`config.mk`:
```
export PLATFORM = sky130hd
export DESIGN_NAME = vc0_port_arb_table_status
export DESIGN_NICKNAME = d
export VERILOG_FILES = /design/src/inc/arb_tbl_pkg.sv /design/src/hdl/vc0_port_arb_table_status.sv
export SDC_FILE = /design/constraint.sdc
export NUM_CORES = 1
export LEC_CHECK = 0
export ABC_CLOCK_PERIOD_IN_PS = 6810
export CORE_ASPECT_RATIO = 1.2
export CORE_MARGIN = 1
export CORE_UTILIZATION = 33
export CTS_CLUSTER_SIZE = 28
export DETAILED_ROUTE_END_ITERATION = 10
export DONT_BUFFER_PORTS = 1
export PLACE_DENSITY = 0.58
export SYNTH_ARGS = -nofsm -noshare
export SYNTH_HDL_FRONTEND = slang
export SYNTH_SLANG_ARGS = --single-unit
```
`constraint.sdc`:
```
create_clock -name pclk -period 6.81 [get_ports pclk]
set_clock_uncertainty 0.15 [all_clocks]
set_input_delay 0.681 -clock pclk [delete_from_list [all_inputs] [get_ports pclk]]
set_output_delay 0.681 -clock pclk [all_outputs]
set_load 0.005 [all_outputs]
```
`src/inc/arb_tbl_pkg.sv`:
```
// Package of offsets, fields and constants for the VC0 arbitration table bank
package arb_tbl_pkg;
   localparam logic [11:0] status_off = 12'h118;
   localparam logic [11:0] table_word0_off = 12'h120;
   localparam logic [11:0] control_off = 12'h114;
   localparam int coherency_bit = 0;
   localparam int flow_init_bit = 1;
   localparam int load_strobe_bit = 16;
   localparam int slot_count = 9;
   localparam int slot_width = 2;
   localparam int table_bits = 18;
   localparam logic [31:0] status_reset = 32'h0000_0000;
   localparam logic [17:0] table_reset = 18'h0_0000;
   localparam logic [1:0] port_upstream = 2'h0;
   localparam logic [1:0] port_second = 2'h2;
   localparam int load_cycles = 9;
   localparam logic [3:0] load_last = 4'(load_cycles - 1);

   // APB request grouped together
   typedef struct packed {
      logic sel;
      logic enable;
      logic write;
      logic [11:0] addr;
      logic [31:0] wdata;
   } apb_req_t;

   // Load engine states
   typedef enum logic [1:0] {ld_idle, ld_copy} load_state_t;
endpackage : arb_tbl_pkg

```
`src/hdl/vc0_port_arb_table_status.sv`:
```
// VC0 port arbitration table word 0, status register and table load engine
//
// The APB interface to the registers is this design's own decision.
`timescale 1ns/10ps

module vc0_port_arb_table_status
   import arb_tbl_pkg::*;
(
   // Clock and reset
   input wire logic pclk,
   input wire logic presetn,

   // APB slave side
   input wire logic psel,
   input wire logic penable,
   input wire logic pwrite,
   input wire logic [11:0] paddr,
   input wire logic [31:0] pwdata,
   output logic [31:0] prdata,
   output logic pready,
   output logic pslverr,

   // Status input and arbiter side
   input wire logic flow_init_pending,
   input wire logic table_in_use,
   input wire logic arb_advance,
   output logic [1:0] arb_port,
   output logic arb_port_valid,
   output logic [3:0] arb_phase
);
   // Bus side decode
   apb_req_t req;
   logic wr_fire;
   logic rd_fire;
   logic table_wr;
   logic strobe_wr;
   logic mapped;

   // Programmed and loaded copies of the table
   logic [17:0] table_reg;
   logic [17:0] active_reg;

   // Status and read path
   logic coherency_reg;
   logic [31:0] prdata_reg;
   logic [31:0] rdata_next;

   // Load engine
   load_state_t load_state_reg;
   logic [3:0] load_cnt_reg;
   logic load_done;

   // Phase walker
   logic [3:0] phase_reg;
   logic [3:0] phase_next;
   logic [slot_count-1:0] slot_ok;

   // Bus request bundle and decode
   // Writes commit in the access phase only
   // Reads latch in setup so data stands through access
   assign req = '{sel: psel, enable: penable, write: pwrite, addr: paddr, wdata: pwdata};
   assign mapped = (req.addr == status_off) || (req.addr == table_word0_off)
                   || (req.addr == control_off);

   // Transfer qualifiers
   assign wr_fire = req.sel && req.enable && req.write && mapped;
   assign rd_fire = req.sel && !req.enable && !req.write;

   // Register selects
   assign table_wr = wr_fire && (req.addr == table_word0_off);
   assign strobe_wr = wr_fire && (req.addr == control_off)
                      && req.wdata[load_strobe_bit];
   assign load_done = (load_state_reg == ld_copy) && (load_cnt_reg == load_last);

   // Zero wait states; unmapped access flagged as error
   assign pready = 1'b1;
   assign pslverr = req.sel && req.enable && !mapped;
   assign prdata = prdata_reg;

   // Table word storage
   // Software copy only; the arbiter sees active_reg
   // Bits above the nine slots are not stored
   always_ff @(posedge pclk or negedge presetn) begin
      if (!presetn) begin
         table_reg <= table_reset;
      end else if (table_wr) begin
         table_reg <= req.wdata[table_bits-1:0];
      end
   end

   // Load engine copies table into arbitration logic
   // Fixed copy time; a strobe during a copy is ignored
   // Active table and phase change together at load_done
   // Counter width covers the copy time
   always_ff @(posedge pclk or negedge presetn) begin
      if (!presetn) begin
         load_state_reg <= ld_idle;
         load_cnt_reg <= 4'h0;
         active_reg <= table_reset;
      end else begin
         case (load_state_reg)
            // Only a written one starts a copy
            ld_idle: begin
               if (strobe_wr) begin
                  load_state_reg <= ld_copy;
                  load_cnt_reg <= 4'h0;
               end
            end
            // Count out the copy time
            ld_copy: begin
               if (load_done) begin
                  active_reg <= table_reg;
                  load_state_reg <= ld_idle;
               end else begin
                  load_cnt_reg <= load_cnt_reg + 4'h1;
               end
            end
            // Recover from an unused state code
            default: load_state_reg <= ld_idle;
         endcase
      end
   end

   // Coherency flag, set wins over clear
   // A table write in the completing cycle leaves it set
   // Cleared only by a finished copy or by reset, never by software
   // Its meaning holds only while the scheme uses the table
   always_ff @(posedge pclk or negedge presetn) begin
      if (!presetn) begin
         coherency_reg <= 1'b0;
      end else if (table_wr) begin
         coherency_reg <= 1'b1;
      end else if (load_done) begin
         coherency_reg <= 1'b0;
      end
   end

   // Per-slot validity of the loaded table
   // Reserved codes mark a slot to be passed over
   // Codes 0 and 2 are the only legal ports
   generate
      for (genvar i = 0; i < slot_count; i++) begin : g_slot
         assign slot_ok[i] = (active_reg[i*slot_width +: slot_width] == port_upstream)
                             || (active_reg[i*slot_width +: slot_width] == port_second);
      end
   endgenerate

   // Next valid phase, invalid slots skipped in one step
   // Smallest forward distance wins; full turn returns to self
   // With no valid slot the pointer stays put
   // Pure combinational; one step per advance
   // Walk from the farthest slot back to the nearest
   always_comb begin
      phase_next = phase_reg;
      for (int k = slot_count; k >= 1; k--) begin
         if (slot_ok[(32'(phase_reg) + k) % slot_count]) begin
            phase_next = 4'((32'(phase_reg) + k) % slot_count);
         end
      end
   end

   // Phase pointer
   // Restarts at phase 0 whenever a new table lands
   // Steps only on an advance pulse from the arbiter
   always_ff @(posedge pclk or negedge presetn) begin
      if (!presetn) begin
         phase_reg <= 4'h0;
      end else if (load_done) begin
         phase_reg <= 4'h0;
      end else if (arb_advance) begin
         phase_reg <= phase_next;
      end
   end


   // Arbiter view of the current slot
   // Valid only while the selected scheme uses the table
   assign arb_phase = phase_reg;
   assign arb_port = active_reg[phase_reg*slot_width +: slot_width];
   assign arb_port_valid = slot_ok[phase_reg] && table_in_use;

   // Read data mux
   // Unused and reserved bits read zero
   // Control register is write-only here
   // Status bits come straight from the flag and the input
   always_comb begin
      rdata_next = 32'h0000_0000;
      case (req.addr)
         status_off: begin
            rdata_next[coherency_bit] = coherency_reg;
            rdata_next[flow_init_bit] = flow_init_pending;
         end
         table_word0_off: rdata_next[table_bits-1:0] = table_reg;
         default: rdata_next = 32'h0000_0000; // Strobe reads zero
      endcase
   end

   // Registered read data captured in setup phase
   // Held until the next read setup, so the access phase sees it
   // Writes leave it untouched
   // Unmapped reads return zero
   always_ff @(posedge pclk or negedge presetn) begin
      if (!presetn) begin
         prdata_reg <= status_reset;
      end else if (rd_fire) begin
         prdata_reg <= rdata_next;
      end
   end

   // Limitation: only table word 0 is held here
   // Later phases and the scheme select live elsewhere
   // Egress port identity is not checked; software keeps it out
   // Load time is a package constant, not a register field
   // Strobe bit is never stored, so it always reads zero
endmodule : vc0_port_arb_table_status

```
# Word-level counts from Yosys, hierarchy flattened

Index checks and enable logic that the tools add are counted.

$add $sub $neg: 10
Multiply operators: 0
Divide/modulo/power cells: 9
$lt $le $gt $ge: 10
Equal/unequal tests: 17
Shift operators: 1
Muxes and demuxes: 41
Bitwise logic cells: 0
Reductions and logical operators: 43

Operators with widths:

| kind                    | count |
|---|---|
| $lt A32 B5 Y1 const B   | 9 |
| $mod A32 B4 Y32 const B | 9 |
| $mux W4                 | 13 |
| $bmux W1 S4             | 10 |
| $eq A12 B9 Y1 const B   | 3 |
| $add A4 B3 Y5 const B   | 4 |
| $logic_not A2 Y1        | 10 |
| $eq A2 B2 Y1 const B    | 9 |
| $shiftx A18 B6 Y2       | 1 |
| $mux W16                | 1 |
| $mux W1                 | 12 |
| $logic_and A1 B1 Y1     | 11 |
| $logic_or A1 B1 Y1      | 11 |
| $add A4 B2 Y5 const B   | 2 |
| $add A4 B4 Y5 const B   | 2 |
| $reduce_bool A10 Y1     | 1 |
| $pmux W2 S2             | 2 |
| $pmux W4 S2             | 1 |
| $ne A2 B2 Y1 const B    | 3 |
| $reduce_and A2 Y1       | 3 |
| $reduce_bool A2 Y1      | 3 |
| $add A4 B1 Y5 const B   | 1 |
| $lt A4 B5 Y1 const B    | 1 |
| $add A4 B1 Y4 const B   | 1 |
| 5 further kinds         | 8 |

Bits in registers: 65
Bits in latches: 0
Memory bits (writable): 0
Memory bits (read-only): 0
Bits of input ports: 52
Output and inout port bits: 41
Memories: 0

# Depth between registers and ports, before layout

Depth after elaboration: 15
Mapped depth: 24

# Worst setup path after synthesis

OpenSTA, ideal clock, no wires.

Path kind: register -> register
From: register phase_reg[0], in the netlist arb_phase[0]
To: register phase_reg[0], in the netlist arb_phase[0]
Setup time: 0.078 ns
Arrival time: 5.847 ns
Data required time: 6.582 ns
Setup slack: 0.735 ns
Stages on the path, launching flop included: 24
Path buffers: 5
Clock period less this slack: 6.075 ns
Cell sequence: dfrtp_1 -> buf_6 -> inv_2 -> clkbuf_1 -> clkbuf_1 -> ha_1 -> buf_2 -> clkinv_1 -> ha_1 -> nor3_1 -> a21oi_1 -> xnor2_1 -> inv_1 -> ha_1 -> nand4b_1 -> a21oi_2 -> buf_4 -> a31oi_1 -> or4b_1 -> nand4_1 -> nor4_1 -> a31o_2 -> or4b_1 -> o2bb2ai_1

Cells in the longest elaborated chain, start to end: 14

RTL lines:

| element                       | line                                                               | RTL |
|---|---|---|
| start: declaration            | vc0_port_arb_table_status.sv:54                                    | `logic [3:0] phase_reg;` |
| start signal: assignment      | vc0_port_arb_table_status.sv:171                                   | `phase_reg <= phase_next;` |
| $add A4 B4 Y5                 | vc0_port_arb_table_status.sv:156, vc0_port_arb_table_status.sv:157 |  |
| $mod A32 B4 Y32               | vc0_port_arb_table_status.sv:156, vc0_port_arb_table_status.sv:157 |  |
| $bmux W1 S4                   | vc0_port_arb_table_status.sv:156                                   | `if (slot_ok[(32'(phase_reg) + k) % slot_count]) begin` |
| $mux W1 (not written as such) | vc0_port_arb_table_status.sv:156                                   |  |
| $mux W4 (8 in a row)          | vc0_port_arb_table_status.sv:156                                   |  |
| $mux W4                       | vc0_port_arb_table_status.sv:170                                   | `end else if (arb_advance) begin` |
| $mux W4                       | vc0_port_arb_table_status.sv:168                                   | `end else if (load_done) begin` |

Several ways; a longest one is shown, not always the timed one. The select of a mux whose other input is x is not followed.
A chain may end at the register's enable or synchronous reset.

# Worst setup path in the final report

Ends and elaborated chain as after synthesis.

==> impl_metrics.yaml <==
outcome:
  status: "finished clean"
detailed_routing:
  drc: 0
  drtPass1Iterations: 5
  ant_nets: 0
  num_vias: 8080
  wirelength_um: 25400
  viasPerCell: 5.97
  drt-initial-drc-count: 637
  routedWlPerCell_um: 18.7
placed_design:
  dp_cells: 1336
  io_buffers: 0
  postPlaceCellArea_um2: 8850
  dp_hpwl_um: 18700
  finalWeightedCongestion: 0.910
logic_synthesis:
  synth.top_cells.by_count: "nand2_1, dfrtp_1, nor2_1"
  synth_top_area_share_pct: 18.5
  synth_most_common_cell: "nand2_1"
  synth_seq_cells: 64
  synth_edf_count: 0
  yosysSeqAreaShare_pct: 18.5
  syn_area_um2: 8680
  syn_avg_cell_area_um2: 8.24
  yosys.area.top_type: "dfrtp_1"
  synthCells: 1053
  ys_types: 110
  yosys-top-cells-area: "dfrtp_1, ha_1, mux2_2"
  synth_warnings: 0
  synth_flop_cell: "dfrtp_1"
  ys_async_sr_fraction_pct: 100
floorplan:
  core_area_um2: 25600
  die_h_um: 180
  initial_core_util_pct: 33.9
  ios: 93
  die_w_um: 150
  die_area_um2: 26900
  num_rows: 64
clock_tree:
  htree_num_levels: 3
  clk_pin_slew_ns: 0.06
  cts-root-buf: "clkbuf_16"
  cts_buffer_depth: 2
  postCtsSetupRepairBufs: 0
  clock-sinks: 64
  cts_buffers: 9
  cts_resized: 0
  clkLatencyLatePin_ns: 0.33
  tritoncts: "done"
critical_path:
  path_max_fanout: 12
  worstSetupStartpointType: "flop"
  crit_family: "simple AND/OR/NAND/NOR gates"
  end_kind: "flop"
  worstPathCellList: "inv_2 -> ha_1 -> xnor2_4 -> inv_1 -> ha_1 -> nor3_1 -> a21oi_1 -> xnor2_1 -> inv_1 -> ha_1 -> nand4b_1 -> a21oi_2 -> o21ai_1 -> o21a_1 -> or4b_1 -> nand4_1 -> nor4_1 -> a31o_2 -> or4b_1 -> o2bb2ai_1"
  path_class: "flop to flop"
  cp_slowest_cell: "or4b_1"
  crit_path_frequent_cell: "ha_1"
  cp.arrival_ns: 6.00
  cp.required_ns: 6.91
  cp_slowest_stage_delay_ns: 0.63
  path_buf_inv: 3
layout:
  fin_util_pct: 35.8
  nFillCells: 2695
  final_cells: 1353
  areaGrowthSynthToFinish_pct: 5.80
  nNetsFinal: 1125
  num_antenna_cells: 0
  final_cell_area_um2: 9180
  drive_gt1_share_pct: 15.9
job:
  cap_violations: 0
timing:
  finalMaxSlewViolations: 0
  rsz0062_at_grt: "no"
  relSlewSlack_pct: 41.9
  hold_violations: 0
  finalSetupViolations: 0
  post-route-min-period_ns: 5.90
  tightest_slew_ns: 0.872
  setup_tns_ns: 0
  min_period_over_period_pct: 86.7
  fmax_ghz: 0.169
global_routing:
  grt_start_max_net_pins: 65
  grt_pass1_vias: 7884
  track_usage_pct: 18.9
  grtUsageMet3_pct: 2.79
  grt_util_met2_pct: 32.8
  met1_usage_pct: 23.2
  antenna_found_initial: 1
  busiest_layer: "met2"
  grt_overflow: 0
  grt_pass1_wl_um: 41000
hold_path:
  min_path_type: "input port to asynchronous set/reset pin"
==> worst paths after layout <==
kind                       cells after the start           from             to  slack [ns]
hold reg to reg                                1  coherency_reg  coherency_reg        0.34
setup / recovery                              20   arb_phase[0]   arb_phase[0]        0.91
min in group pclk                              1  coherency_reg  coherency_reg        0.34
setup reg to reg                              20   arb_phase[0]   arb_phase[0]        0.91
hold / removal                                 1        presetn      prdata[4]        0.06
max in group asynchronous                      1        presetn   arb_phase[0]        6.14
==> final cells by class <==
| class | instances | area [um^2] | share of cell area (%) |
|---|---|---|---|
| clock buffer | 10 | 229 | 2.49 |
| sequential | 64 | 1610 | 17.5 |
| multi-input combinational | 871 | 6480 | 70.7 |
| clock inverter | 6 | 67.6 | 0.736 |
| inverter | 49 | 186 | 2.03 |
| timing repair buffer | 23 | 193 | 2.10 |
| tap | 330 | 413 | 4.50 |
==> cells by family (layout without fill, tap and decap cells) <==
| family | count (synthesis) | count (layout) | share of synthesized area [%] |
|---|---|---|---|
| other | 2 | 15 | 0.0866 |
| DFF | 64 | 64 | 18.5 |
| and+or+nand+nor | 380 | 380 | 23.1 |
| AOI/OAI and AO/OA | 296 | 296 | 25.9 |
| adders and majority gates | 55 | 55 | 7.93 |
| xor gates and xnor gates | 23 | 23 | 3.40 |
| muxes | 102 | 102 | 13.7 |
| buffers and inverters | 131 | 88 | 7.36 |
==> per-layer routing <==
| layer | up-vias | share of wire [%] |
|---|---|---|
| li1 | 3838 | - |
| met1 | 3952 | 42 |
| met2 | 243 | 49 |
| met3 | 47 | 5.3 |
| met4 | 0 | 3.1 |
| met5 | - | 0 |
==> worst register-to-register path: stages, from the launching register on <==
cell and delay [ns]:
dfrtp_4 0.49, inv_2 0.21, ha_1 0.31, xnor2_4 0.20, inv_1 0.18, ha_1 0.28
nor3_1 0.33, a21oi_1 0.19, xnor2_1 0.30, inv_1 0.13, ha_1 0.23, nand4b_1 0.21
a21oi_2 0.51, o21ai_1 0.11, o21a_1 0.17, or4b_1 0.63, nand4_1 0.19, nor4_1 0.07
a31o_2 0.28, or4b_1 0.52, o2bb2ai_1 0.13
==> cell usage in the layout (no fill, tap or decap), drive strengths merged, types with 22 or more instances in the layout <==
master / synthesis / routed
nor2: 61 / 61
o21ai: 58 / 58
inv: 46 / 48
dfrtp: 64 / 64
buf: 46 / 23
ha: 55 / 55
mux2i: 47 / 47
mux2: 47 / 47
nor3: 22 / 22
nand2: 108 / 108
a21oi: 45 / 45
nand3: 55 / 55
==> stage by stage <==
stage	hold slack, ns	worst slack [ns]
global placement	0.237	1.14
global route	0.0937	0.518
CTS	0.0770	1.00
detailed placement	0.237	1.05
floorplan	0.235	0.735
finish	0.0646	0.907
==> repair_timing <==
action,4_1_cts,5_1_grt
hold buffers,1,0
endpoints found under the setup margin,0,0
hold endpoints to repair,64,0
Power is not shown: default switching activity piles up to over one toggle a cycle in this logic, so the estimate is an artifact.
